File: config.mk
export PLATFORM = sky130hd
export DESIGN_NAME = flash_id_host
export DESIGN_NICKNAME = d
export VERILOG_FILES = /design/src/flash_id_pkg.sv /design/src/flash_id_host.sv
export SDC_FILE = /design/constraint.sdc
export NUM_CORES = 1
export LEC_CHECK = 0
export BUFFER_PORTS_ARGS = -buffer_cell sky130_fd_sc_hd__buf_2
export CORE_MARGIN = 10
export CORE_UTILIZATION = 25
export DETAILED_ROUTE_END_ITERATION = 10
export HOLD_SLACK_MARGIN = 0.02
export PLACE_DENSITY_LB_ADDON = 0.12
export SLEW_MARGIN = 20
export SYNTH_ARGS = -nofsm -noshare
export SYNTH_HDL_FRONTEND = slang
export SYNTH_SLANG_ARGS = --single-unit
export TNS_END_PERCENT = 50
File: constraint.sdc
create_clock -name sys_clk -period 5.7 [get_ports sys_clk]
set_input_delay 0.285 -clock sys_clk [delete_from_list [all_inputs] [get_ports sys_clk]]
set_output_delay 0.285 -clock sys_clk [all_outputs]
set_load 0.02 [all_outputs]
File: src/flash_id_pkg.sv
// Constants and types for the flash identification reader.
// Assumes one 25 MHz system clock; the flash itself has no clock.
// Behaviour
// - Programmer raises A9, sets A6/A1/A0
// - Sector index on upper bits for protection
// - Identification reachable by command, normal levels
// - ID read: select, gate low, strobe high
package flash_id_pkg;
   localparam int ADDR_W = 22;
   localparam int SECT_W = 7;
   localparam int SECT_LSB = 15;
   localparam int NUM_SECTORS = 128;
   localparam logic [23:0] BYTE_SECT_SPAN = 24'h010000;
   localparam logic [23:0] WORD_SECT_SPAN = 24'h008000;
   localparam int CLK_MHZ = 25;
   localparam int T_ACC_NS = 70;
   localparam int ACC_CYC = (T_ACC_NS * CLK_MHZ + 999) / 1000;
   localparam int WR_NS = 35;
   localparam int WR_CYC = (WR_NS * CLK_MHZ + 999) / 1000;
   localparam logic [11:0] UNLOCK_A1 = 12'h555;
   localparam logic [11:0] UNLOCK_A2 = 12'h2AA;
   localparam logic [7:0] UNLOCK_D1 = 8'hAA;
   localparam logic [7:0] UNLOCK_D2 = 8'h55;
   localparam logic [7:0] AUTOSEL_CMD = 8'h90;
   localparam logic [7:0] RESET_CMD = 8'hF0;
   localparam logic [1:0] SEL_MFR = 2'h0;
   localparam logic [1:0] SEL_DEV1 = 2'h1;
   localparam logic [1:0] SEL_PROT = 2'h2;
   typedef struct packed {
      logic [1:0] sel;
      logic [SECT_W-1:0] sectorIndex;
      logic inSystem;
      logic byteMode;
   } id_req_s;
   typedef struct packed {
      logic [ADDR_W-1:0] addr;
      logic ceN;
      logic oeN;
      logic weN;
      logic byteN;
      logic elevatedIdVoltage;
   } flash_pins_s;
endpackage

File: src/flash_id_host.sv
// Host that reads identification codes from a parallel flash.
// Assumes the testbench resolves the data lines from dataOe.
module flash_id_host
   import flash_id_pkg::*;
#(
   parameter int ACCESS_CYCLES = ACC_CYC
) (
   // Clock and reset
   input wire logic sys_clk,
   input wire logic nrst,
   // Request
   input wire logic reqValid,
   input id_req_s req,
   output logic reqReady,
   output logic [7:0] idData,
   output logic idValid,
   // Flash pins
   output flash_pins_s pins,
   input wire logic [15:0] dataIn,
   output logic [15:0] dataOut,
   output logic [15:0] dataOe
);
   // The read count loads ACCESS_CYCLES + 2 into an 8-bit counter
   if (ACCESS_CYCLES < 1 || ACCESS_CYCLES > 253) begin : g_bad_access
      $error("ACCESS_CYCLES out of range");
   end

   typedef enum logic [5:0] {
      ST_IDLE = 6'h01, ST_WRITE = 6'h02, ST_GAP = 6'h04,
      ST_READ = 6'h08, ST_EXIT = 6'h10, ST_DONE = 6'h20
   } state_e;

   state_e state_reg, state_next;
   id_req_s req_reg;
   logic [7:0] cnt_reg;
   logic [1:0] step_reg;
   logic [7:0] idData_reg;
   logic idValid_reg;
   logic [7:0] s1_reg, s2_reg, s3_reg;

   function automatic logic [ADDR_W-1:0] idAddr(input id_req_s r);
      logic [ADDR_W-1:0] a;
      a = '0;
      a[SECT_LSB +: SECT_W] = (r.sel == SEL_PROT) ? r.sectorIndex : '0;
      a[1] = (r.sel == SEL_PROT);
      a[0] = (r.sel == SEL_DEV1);
      a[9] = 1'b0;
      return a;
   endfunction

   // Command cycle address and data for the current step
   wire logic [11:0] cmdAddr = (step_reg == 2'h1) ? UNLOCK_A2 : UNLOCK_A1;
   wire logic [7:0] cmdData = (state_reg == ST_EXIT) ? RESET_CMD :
      (step_reg == 2'h0) ? UNLOCK_D1 : (step_reg == 2'h1) ? UNLOCK_D2 : AUTOSEL_CMD;
   wire logic lastStep = (step_reg == 2'h2) || (state_reg == ST_EXIT);
   wire logic cntDone = (cnt_reg == 8'h00);
   wire logic writing = (state_reg == ST_WRITE) || (state_reg == ST_EXIT);
   wire logic reading = (state_reg == ST_READ);
   // Low data byte only driven on writes, so reads find it floating
   wire logic driveData = writing;

   always_comb begin
      state_next = state_reg;
      case (state_reg)
         ST_IDLE: if (reqValid) state_next = req.inSystem ? ST_WRITE : ST_READ;
         ST_WRITE: if (cntDone) state_next = ST_GAP;
         ST_GAP: if (cntDone) state_next = lastStep ? ST_READ : ST_WRITE;
         ST_READ: if (cntDone) state_next = req_reg.inSystem ? ST_EXIT : ST_DONE;
         ST_EXIT: if (cntDone) state_next = ST_DONE;
         ST_DONE: state_next = ST_IDLE;
         default: state_next = ST_IDLE;
      endcase
   end

   always_ff @(posedge sys_clk or negedge nrst) begin
      if (!nrst) begin
         state_reg <= ST_IDLE;
         cnt_reg <= 8'h00;
         step_reg <= 2'h0;
      end else begin
         state_reg <= state_next;
         if (state_next != state_reg) begin
            cnt_reg <= (state_next == ST_READ) ? 8'(ACCESS_CYCLES + 2) : 8'(WR_CYC);
         end else if (!cntDone) begin
            cnt_reg <= cnt_reg - 8'h01;
         end
         if (state_reg == ST_IDLE) begin
            step_reg <= 2'h0;
         end else if (state_reg == ST_GAP && cntDone && !lastStep) begin
            step_reg <= step_reg + 2'h1;
         end
      end
   end

   always_ff @(posedge sys_clk or negedge nrst) begin
      if (!nrst) begin
         req_reg <= '0;
      end else if (state_reg == ST_IDLE && reqValid) begin
         req_reg <= req;
      end
   end

   // Three-stage synchroniser on the low data byte
   always_ff @(posedge sys_clk or negedge nrst) begin
      if (!nrst) begin
         s1_reg <= 8'h00;
         s2_reg <= 8'h00;
         s3_reg <= 8'h00;
      end else begin
         s1_reg <= dataIn[7:0];
         s2_reg <= s1_reg;
         s3_reg <= s2_reg;
      end
   end

   always_ff @(posedge sys_clk or negedge nrst) begin
      if (!nrst) begin
         idData_reg <= 8'h00;
         idValid_reg <= 1'b0;
      end else begin
         idValid_reg <= 1'b0;
         if (reading && cntDone && s2_reg == s3_reg) begin
            idData_reg <= s3_reg;
         end
         if (state_reg == ST_DONE) begin
            idValid_reg <= 1'b1;
         end
      end
   end

   assign reqReady = (state_reg == ST_IDLE);
   assign idData = idData_reg;
   assign idValid = idValid_reg;

   // Flash pin drive
   always_comb begin
      pins.addr = writing ? {10'h000, cmdAddr} : idAddr(req_reg);
      pins.ceN = !(writing || reading);
      pins.oeN = !reading;
      pins.weN = !writing;
      pins.byteN = !req_reg.byteMode;
      pins.elevatedIdVoltage = reading && !req_reg.inSystem;
   end

   assign dataOut = {8'h00, cmdData};
   // In byte mode the top pin is an address input driven low outside ST_IDLE; 14..8 never driven
   assign dataOe = req_reg.byteMode ? {(state_reg != ST_IDLE), 7'h00, {8{driveData}}}
                                    : {8'h00, {8{driveData}}};
endmodule

; ---- After elaboration in Yosys (flattened, before gate mapping)
; Cells that the tools add are included.
[totals]
regBits = 60
wordCells = 69
out_inout_bits = 69
inputBits = 30
[classes]
mux = 22
n_reduce_logical = 18
addsub = 2
eq_ne = 15
[ops]
columns = cell, n
row1 = 2-to-1 mux 8 bit, 5
row2 = 2-to-1 mux 6 bit, 6
row3 = case mux 6 bit (5 select lines), 1
row4 = 2-to-1 mux 22 bit, 1
row5 = 2-to-1 mux 16 bit, 1
row6 = equality test 6 x 4 -> 1 bit (second input constant), 2
row7 = 2-to-1 mux 11 bit, 1
row8 = equality test 8 bit, 1
row9 = logical NOT 8 bit, 1
row10 = 2-to-1 mux 4 bit, 2
row11 = subtractor 8 x 1 -> 8 bit (second input constant), 1
row12 = 2-to-1 mux 7 bit, 1
row13 = equality test 6 x 1 -> 1 bit (second input constant), 1
row14 = equality test 6 x 2 -> 1 bit (second input constant), 1
row15 = equality test 6 x 3 -> 1 bit (second input constant), 1
row16 = equality test 6 x 5 -> 1 bit (second input constant), 1
row17 = equality test 6 bit (second input constant), 1
row18 = logical AND 1 bit, 6
row19 = logical NOT 1 bit, 6
row20 = != test 6 x 1 -> 1 bit (second input constant), 1
row21 = != test 6 bit, 1
row22 = equality test 2 x 1 -> 1 bit (second input constant), 2
row23 = equality test 2 bit (second input constant), 2
row24 = 2-to-1 mux 2 bit, 2
row25 = 7 further kinds, 9

; ---- Longest topological paths before layout
; Gate-level depths: netlist of the first run.
[logic_depth]
ltp_word = 8
mapped_depth = 8
mapped_depth_nobuf = 7

; ---- Worst setup path before layout of the first run
; No wires, ideal clock.
[synth_timing]
path_type = flip-flop to output port
startpoint = register state_reg[1]
endpoint = output port pins[5] (netlist bit)
path_buffers = 0
t_required_ns = 5.415
t_arrival_ns = 1.881
stages_incl_launch_ff = 6
path_slack_ns = 3.534
cell_sequence = dfrtp_1 > xor2_1 > and3_1 > inv_1 > nor2_1 > a31o_2
[synth_rtl]
columns = item, line_no
row1 = "start, declared", flash_id_host.sv:33  ; state_e state_reg, state_next;
row2 = "start signal, assigned", flash_id_host.sv:81  ; state_reg <= state_next;
row3 = "end, declared", flash_id_host.sv:18  ; output flash_pins_s pins,

==> metrics.md, run 1 <==
| Metric | Value |
|---|---|
| Pin count of the biggest net entering global routing | 61 |
| Root buf cell | clkbuf_8 |
| Largest register FFs | 11 |
| Vias in the first global route | 1,904 |
| Fin nets | ~340 |
| DR vias | ~1,800 |
| Sequential area share after synthesis | around 54% |
| Synth Area in Simple Gates | 15.5% |
| Buffers & Inverters on Critical Path | 1 |
| Setup TNS | 0 ns |
| CTS resizes | 0 |
| CTS sink count | 60 |
| Leak Pwr | about 0.0017 uW |
| RSZ-0062 raised after global routing | false |
| Detailed Route WL | 6090 um |
| Antenna cell count | 0 |
| FF-to-FF Start | state_reg[1] |
| Number of H-tree levels | 3 |
| Core region area | between 10,000 and 15,000 um2 |
| Most common flop cell mapped by yosys | dfrtp_1 |
| Final instance area | between 3000 and 4000 um2 |
| Hold Slack | around 0.05 ns |
| Final period util | 44.6% |
| Worst min-delay path class | in -> reg |
| Peak supply drop | ~170 uV |
| Port-buffer cells | 71 |
| Grt ovf | 0 |
| Starting Density | between 20% and 30% |
| Worst-path cell chain | xor2_1 -> and3_1 -> nor3_1 -> and2_1 -> buf_2 |
| Via/cell ratio | about 4 |
| Hold path start | dataIn[7] |
| Startpoint types | flip-flop |
| Largest cells by area after synthesis | dfrtp_1, buf_4, mux2_2 |
| Clock Latency Late Sink | between 0.3 and 0.4 ns |
| Top post-synthesis cells by count | dfrtp_1, buf_4, mux2_2, nor2_1, inv_1 |
| Critical path peak fanout | 11 |
| Max cap viols | 0 |
| Top-count cell post-synth | dfrtp_1 |
| Ratio of cells with drive above 1 in the final layout | a little under two fifths |
| Worst path slowest cell | nor3_1 |
| Dominant cell type by area after synthesis | dfrtp_1 |
| Fin. max-slew vios | 0 |
| Clock skew | between 0.006 and 0.007 ns |
| Mapped Avg Cell Area | approximately 12 um2 |
| DRT iter0 DRCs | 42 |
| Die Y | between 100 and 150 um |
| Largest family of logic cells by synthesized area | simple AND/OR/NAND/NOR gates |
| Placed instance area | ~3100 um2 |
| Outcome | finished clean |
| Compound-Gate Fraction of Synth Area | 2.87% |
| CTS Buffer Depth | 2 |
| Post-synthesis adder-cell area fraction | 2.24% |
| Mean routed wirelength per cell | ~14 um |
| Clk pin slew, worst setup/hold paths | around 0.070 ns |
| Async SR Flop Fraction | 100% |
| Setup violators final | 0 |
| Mux contribution to synthesized area | 9.14% |
| Pwr Total | between 1500 and 2000 uW |
| IO Count | ~100 |
| Total track usage | around 8% |
| Final min period | around 2.5 ns |
| Final hold violations | 0 |
| Number of setup buffers added after CTS | 0 |
| Die area | 15,800 um2 |
| Post-DP HPWL | between 4000 and 5000 um |
| Family with the most delay on the worst path | simple AND/OR/NAND/NOR gates |
| Mapped Cells | between 200 and 250 |
| First-pass GRT wire length | 9960 um |
| CTS Hold Bufs | 0 |
| Yosys top cell area share | 52.9% |
| FMAX | roughly 390 MHz |
| Max_slew headroom | 49.0% |
| Tightest Pin Transition | 0.764 ns |
| Final core utilization | between 30% and 40% |
| Die width | about 130 um |
| Crit path from | state_reg[1] |
| XOR/XNOR Fraction of Synth Area | under 10% |
| Mapped Area | roughly 2800 um2 |
| Ys Warns | 0 |
| CP arrival | approximately 2.3 ns |
| EDFF count, synth | 0 |
| Synth unique cells | 36 |
| Num CTS Buffers | 9 |
| Max incr delay on CP | approximately 0.59 ns |
| CTS tree | built |
| Pwr Density | approximately 460 nW/um2 |
| Site row count | 38 |
| DRC | 0 |
| Antenna Violating Nets Remaining | 0 |
| Crit path kind | reg -> out |
| Antenna violations before repair | 0 |
| Synth Register Bits | 60 |
| CP Capture Type | output port |
| Number of detailed-route iterations in the first pass | 4 |
| CP required | 5.41 ns |
| Synth-to-layout area growth | 19.6% |
| GPL Wtd Cong | around 0.73 |
## layout make-up
class | count | area [um2]
clock buffer | 11 | 141
tap | 140 | 175
timing repair buffer | 72 | 363
clock inverter | 5 | 85.1
multi-input combinational | 149 | 1030
inverter | 11 | 41.3
fill | 1133 | 7550
sequential | 60 | 1500
## worst paths after layout
path | endpoint | slack [ns] | depth (start not counted)
min reg2reg | s2_reg[6] | 0.34 | 0
max reg2reg | cnt_reg[0] | 3.25 | 5
min in group asynchronous | s1_reg[7] | 0.09 | 2
max in group asynchronous | cnt_reg[2] | 5.09 | 2
max | pins[22] | 3.16 | 5
min | s1_reg[7] | 0.05 | 1
## per-layer routing
layer | vias to the layer above | GRT usage, % | part of all wire, %
met1 | 847 | 9.29 | 44
met4 | 0 | 3.25 | 1.3
met2 | 53 | 12.0 | 49
li1 | 866 | - | -
met3 | 7 | 3.36 | 5.2
met5 | - | 0 | 0
## cell families after synthesis
| logic type | after synthesis |
|---|---|
| muxes | 23 |
| and+or+nand+nor | 75 |
| DFF | 60 |
| xor gates and xnor gates | 15 |
| AOI/OAI and AO/OA | 12 |
| adders and majority gates | 5 |
| other | 1 |
| buffers and inverters | 50 |
## worst register-to-register path, cell delays in order, from the launching register on
cell and delay [ns]:
dfrtp_1 0.44, nor2_1 0.28, and4b_1 0.48, nand2_1 0.43, o221a_2 0.45, mux2_2 0.26
## through the flow
stage / instances / worst slack (ns)
floorplan: 259 / 3.53
global placement: 432 / 3.27
detailed placement: 432 / 3.22
CTS: 448 / 3.06
global route: 448 / 2.88
finish: 448 / 3.16
## cells in the final DEF (no fill, tap or decap), drive strengths merged, types with 3 or more instances in the layout
| master | count |
|---|---|
| ha | 5 |
| xor2 | 5 |
| nor2 | 20 |
| buf | 72 |
| or3 | 3 |
| mux2i | 3 |
| a21oi | 5 |
| nand2b | 3 |
| clkbuf | 11 |
| and2 | 9 |
| conb | 19 |
| nand3 | 10 |
| xnor2 | 10 |
| dfrtp | 59 |
| inv | 11 |
| nand2 | 10 |
| nor3 | 4 |
| mux2 | 20 |
| nor2b | 4 |
## power by group
| group | internal [uW] | total (uW) | switching (uW) |
|---|---|---|---|
| Clock | 260 | 432 | 173 |
| Combinational | 215 | 536 | 321 |
| Sequential | 507 | 570 | 62.9 |
Power figures use the tool's default switching activity.
==> run 2: changes to the inputs <==
clock period = 2.2 ns   (was 5.7 ns; I/O delays follow)
==> metrics.md, run 2 (synthesized netlist as in run 1, its figures left out) <==
| Metric | Value |
|---|---|
| CP Capture Type | flip-flop (was output port) |
| CTS Buffer Depth | 2 (unchanged) |
| Grt ovf | 0 (unchanged) |
| Number of setup buffers added after CTS | 0 (unchanged) |
| Core region area | 10,900 um2 (unchanged) |
| Die area | 15,800 um2 (unchanged) |
| Final hold violations | 0 (unchanged) |
| Final std cells w/o fill | 474 (was 448) |
| Worst min-delay path class | in -> reg (unchanged) |
| Root buf cell | clkbuf_8 (unchanged) |
| Clock skew | 0.00412 ns (was 0.00692 ns) |
| Die width | 126 um (unchanged) |
| Max_slew headroom | 60.6% (was 49.0%) |
| Reg area | 1500 um2 (unchanged) |
| Clk pin slew, worst setup/hold paths | 0.07 ns (about the same) |
| Final min period | between 2 and 2.5 ns |
| Crit path from | cnt_reg[0] (was state_reg[1]) |
| First-pass GRT wire length | 10,400 um (was 9960 um) |
| Commonest non-fill, non-tap cell in the layout | buf_2 (unchanged) |
| Hold Slack | 0.0735 ns (was 0.0490 ns) |
| Via/cell ratio | 3.90 (was 3.96) |
| Antenna violations before repair | 0 (unchanged) |
| Clock Latency Late Sink | 0.34 ns (was 0.33 ns) |
| Fin. max-slew vios | 0 (unchanged) |
| RSZ-0062 raised after global routing | false (unchanged) |
| DRT iter0 DRCs | 32 (was 42) |
| Peak supply drop | 382 uV (was 170 uV) |
| Detailed Route WL | 6200 um (was 6090 um) |
| Synth-to-layout area growth | 28.1% (was 19.6%) |
| IO Count | 99 (unchanged) |
| Starting Density | 25.6% (unchanged) |
| Setup TNS | 0 ns (unchanged) |
| Critical path peak fanout | 8 (was 11) |
| Max cap viols | 0 (unchanged) |
| Outcome | finished clean (unchanged) |
| Fin nets | 364 (was 338) |
| CP arrival | 2.26 ns (was 2.25 ns) |
| Die Y | 126 um (unchanged) |
| CP required | 2.43 ns (was 5.41 ns) |
| Site row count | 38 (unchanged) |
| Number of H-tree levels | 3 (unchanged) |
| Ratio of cells with drive above 1 in the final layout | 38.3% (was 38.0%) |
| Setup violators final | 0 (unchanged) |
| Placed cells | 438 (was 432) |
| FMAX | ~490 MHz |
| Number of detailed-route iterations in the first pass | 4 (unchanged) |
| Startpoint types | flip-flop (unchanged) |
| Total track usage | 8.14% (was 7.78%) |
| Commonest non-fill, non-tap cells in the layout | buf_2, dfrtp_1, mux2_2, dlygate4sd3_1, conb_1 (was buf_2, dfrtp_1, nor2_1, mux2_2, conb_1) |
| Leak Pwr | 0.00180 uW (was 0.00170 uW) |
| FF-to-FF Start | cnt_reg[0] (was state_reg[1]) |
| Antenna Violating Nets Remaining | 0 (unchanged) |
| # fillers | 1,107 (was 1,133) |
| Pin count of the biggest net entering global routing | 37 (was 61) |
| CTS sink count | 60 (unchanged) |
| CTS tree | built (unchanged) |
| Pwr Density | 1090 nW/um2 (was 461 nW/um2) |
| DR vias | 1,847 (was 1,773) |
| Antenna cell count | 0 (unchanged) |
| Post-DP HPWL | 4720 um (was 4460 um) |
| Num CTS Buffers | 9 (unchanged) |
| Port-buffer cells | 71 (unchanged) |
| Area of the multi-input gates | 1050 um2 (was 1030 um2) |
| Crit path kind | reg -> reg (was reg -> out) |
| Final period util | between 90% and 100% |
| Mean routed wirelength per cell | 13.1 um (was 13.6 um) |
| Tightest Pin Transition | 0.591 ns (was 0.764 ns) |
| Largest register FFs | 11 (unchanged) |
| Hold path start | req[1] (was dataIn[7]) |
| DRC | 0 (unchanged) |
| Vias in the first global route | 2,012 (was 1,904) |
| GPL Wtd Cong | 0.703 (was 0.726) |
[run 2: cell types whose count changed in the layout (fill, tap and decap cells not counted), sizes merged]
cell	delta
bufinv	-2
buf	+6
clkbuf	-1
inv	+2
clkinv	+1
dlygate4sd3	+20
[run 2: cell type report]
class / count / area share, %
timing repair buffer: 98 / 17.3
inverter: 11 / 1.15
sequential: 60 / 42.0
tap: 140 / 4.90
clock buffer: 10 / 3.85
multi-input combinational: 149 / 29.4
clock inverter: 6 / 1.33
[run 2: routing by layer]
metal  part of all wire, %  global-route usage (%)  vias to the layer above
met5                     0                       0                        -
met4                   2.0                    5.08                        0
met3                   5.0                    2.27                       11
met2                    49                    12.7                       53
met1                    44                    9.73                      864
li1                      -                       -                      919
[run 2: what timing repair did]
item / 4_1_cts / 5_1_grt
gates resized for setup: 2 / 4
hold buffers: 20 / 0
setup endpoints to repair: 9 / 14
hold endpoints to repair: 43 / 0
cloned: 0 / 0
pin swaps: 0 / 0
[run 2: where the power goes]
part           switching [uW]  internal (uW)
sequential                165           1310
clock                     471            448
combinational             864            652
total                    1500           2410
[run 2: stage by stage]
stage	total power, uW	area [um2]	util, %	setup WS, ns
2_1_floorplan	2590	2860	-	0.187
3_3_place_gp	2990	3170	29.1	0.175
3_5_place_dp	2990	3170	29.1	0.0925
4_1_cts	3970	3560	32.7	0.0227
5_1_grt	4230	3580	32.9	0.0359
6_report	3910	3580	32.9	0.165
[run 2: critical path, cell delays in order (launching register included)]
cell and delay (ns):
dfrtp_1 0.41, inv_1 0.09, ha_1 0.16, nor2b_1 0.26, nand3b_4 0.18, nor4_4 0.27, buf_4 0.22, mux2_2 0.34
[run 2: worst paths after layout]
path / end / slack, ns / cells past startpoint
max: idData[4] / 0.17 / 7
min in group asynchronous: s1_reg[1] / 0.30 / 2
max in group asynchronous: state_reg[0] / 1.23 / 3
min reg2reg: s2_reg[5] / 0.35 / 0
min: req_reg[1] / 0.07 / 3
max reg2reg: idData[4] / 0.17 / 7
==> run 3: changes to the inputs <==
CORE_UTILIZATION = 35   (was 25)
==> metrics.md, run 3 (synthesized netlist as in run 1, its figures left out) <==
| Metric | Value |
|---|---|
| Outcome | finished clean (unchanged) |
| Clock skew | 0.0114 ns (was 0.00412 ns) |
| CTS Buffer Depth | 2 (unchanged) |
| Grt ovf | 0 (unchanged) |
| Num CTS Buffers | 9 (unchanged) |
| Synth-to-layout area growth | 26.8% (was 28.1%) |
| Dpl ws | 0.157 ns (was 0.0925 ns) |
| Ratio of cells with drive above 1 in the final layout | 38.3% (unchanged) |
| DRC | 0 (unchanged) |
| Vias in the first global route | 1,874 (was 2,012) |
| Max cap viols | 0 (unchanged) |
| Number of detailed-route iterations in the first pass | 4 (unchanged) |
| Via/cell ratio | 4.28 (was 3.90) |
| Final hold violations | 0 (unchanged) |
| Leak Pwr | 0.00181 uW (was 0.00180 uW) |
| Number of setup buffers added after CTS | 0 (unchanged) |
| FF-to-FF Start | cnt_reg[0] (unchanged) |
| Antenna Violating Nets Remaining | 0 (unchanged) |
| Largest register FFs | 11 (unchanged) |
| Fin. max-slew vios | 0 (unchanged) |
| RSZ-0062 raised after global routing | false (unchanged) |
| Core region area | 7730 um2 (was 10,900 um2) |
| Site row count | 32 (was 38) |
| Pwr Density | 1120 nW/um2 (was 1090 nW/um2) |
| IO Count | 99 (unchanged) |
| CP required | 2.42 ns (was 2.43 ns) |
| Final min period | 2.01 ns (was 2.03 ns) |
| Post-DP HPWL | 4380 um (was 4720 um) |
| Crit path from | cnt_reg[0] (unchanged) |
| Die width | 109 um (was 126 um) |
| Reg area | 1500 um2 (unchanged) |
| # fillers | 761 (was 1,107) |
| Total track usage | 9.61% (was 8.14%) |
| Commonest non-fill, non-tap cell in the layout | buf_2 (unchanged) |
| Root buf cell | clkbuf_8 (unchanged) |
| Die Y | 109 um (was 126 um) |
| FMAX | 498 MHz (was 491 MHz) |
| R2R cell count | 7 (unchanged) |
| Detailed Route WL | 5780 um (was 6200 um) |
| Setup violators final | 0 (unchanged) |
| Reg2reg end | idData[1] (was idData[4]) |
| Peak supply drop | 588 uV (was 382 uV) |
| Setup TNS | 0 ns (unchanged) |
| DRT iter0 DRCs | 44 (was 32) |
| Port-buffer cells | 71 (unchanged) |
| Tightest Pin Transition | 0.673 ns (was 0.591 ns) |
| Startpoint types | flip-flop (unchanged) |
| Worst setup endpoint | idData[1] (was idData[4]) |
| R2r setup slk | 0.19 ns (was 0.17 ns) |
| Worst min-delay path class | in -> reg (unchanged) |
| Area of the multi-input gates | 1050 um2 (unchanged) |
| Final period util | 91.2% (was 92.5%) |
| Commonest non-fill, non-tap cells in the layout | buf_2, dfrtp_1, mux2_2, dlygate4sd3_1, conb_1 (unchanged) |
| Critical path peak fanout | 8 (unchanged) |
| Mean routed wirelength per cell | 13.3 um (was 13.1 um) |
| Die area | 12,000 um2 (was 15,800 um2) |
| Number of H-tree levels | 3 (unchanged) |
| CP Capture Type | flip-flop (unchanged) |
| Clock Latency Late Sink | 0.34 ns (about the same) |
| CP arrival | 2.22 ns (was 2.26 ns) |
| Antenna cell count | 0 (unchanged) |
| Worst Slack Setup Final | 0.193 ns (was 0.165 ns) |
| CTS sink count | 60 (unchanged) |
| Starting Density | 36.1% (was 25.6%) |
| Pin count of the biggest net entering global routing | 30 (was 37) |
| CTS tree | built (unchanged) |
| First-pass GRT wire length | 9070 um (was 10,400 um) |
| DR vias | 1,864 (was 1,847) |
| GPL Wtd Cong | 0.770 (was 0.703) |
| Crit path kind | reg -> reg (unchanged) |
| Fin nets | 364 (unchanged) |
| Clk pin slew, worst setup/hold paths | 0.07 ns (about the same) |
| Antenna violations before repair | 0 (unchanged) |
| Max_slew headroom | 55.1% (was 60.6%) |
## run 3: cell count changes in the layout (fill, tap and decap cells not counted)
| cell | previous run | this run |
|---|---|---|
| buf_12 | 1 | 0 |
| buf_4 | 6 | 7 |
| bufinv_16 | 0 | 1 |
| clkbuf_8 | 10 | 9 |
| clkinv_2 | 1 | 0 |
| inv_8 | 0 | 1 |
## run 3: cell type report
class / count / share of cell area (%)
clock buffer: 9 / 3.50
clock inverter: 7 / 2.37
inverter: 11 / 1.17
multi-input combinational: 149 / 29.8
sequential: 60 / 42.4
tap: 102 / 3.60
timing repair buffer: 98 / 17.2
## run 3: what timing repair did
action / 4_1_cts / 5_1_grt
endpoints found under the setup margin: 9 / 14
gates resized for setup: 2 / 4
hold buffers: 20 / 0
cloned: 0 / 0
endpoints found under the hold margin: 45 / 0
## run 3: layer usage
metal  vias to the layer above  share of wire, %  wire length [um]  GRT usage (%)
met1                       887                41              2370           11.0
met2                        52                49              2810           15.8
li1                        920                 -                 -              -
met4                         0               1.2                68           3.90
met5                         -                 0                 0              0
met3                         5               9.1               528           3.80
## run 3: how the worst min path moves through the flow
stage,cells past startpoint,endpoint,start
after floorplan,0,cnt_reg[0],nrst
after global placement,1,s1_reg[3],nrst
after detailed placement,1,s3_reg[1],nrst
after CTS,3,req_reg[1],req[1]
after global routing,3,state_reg[1],req[1]
final,3,req_reg[1],req[1]
## run 3: where the power goes
| group | switching (uW) | total (uW) | internal (uW) |
|---|---|---|---|
| clock network | 480 | 1020 | 542 |
| registers | 159 | 1470 | 1310 |
| logic | 847 | 1480 | 633 |
## run 3: metrics by stage
stage	std cells	instance area (um2)	hold WS (ns)	total power, uW	util (%)
floorplan	259	2860	-0.186	2590	-
global placement	400	3110	0.192	2920	40.3
detailed placement	400	3110	0.191	2930	40.3
CTS	436	3530	0.0599	4020	45.6
global route	436	3540	0.0618	4250	45.8
finish	436	3540	0.0652	3970	45.8
## run 3: worst max-delay path, stage by stage, from the launching register on
cell and delay [ns]:
dfrtp_1 0.41, inv_1 0.09, ha_1 0.14, nor2b_1 0.25
nand3b_4 0.17, nor4_4 0.27, buf_4 0.22, mux2_2 0.34
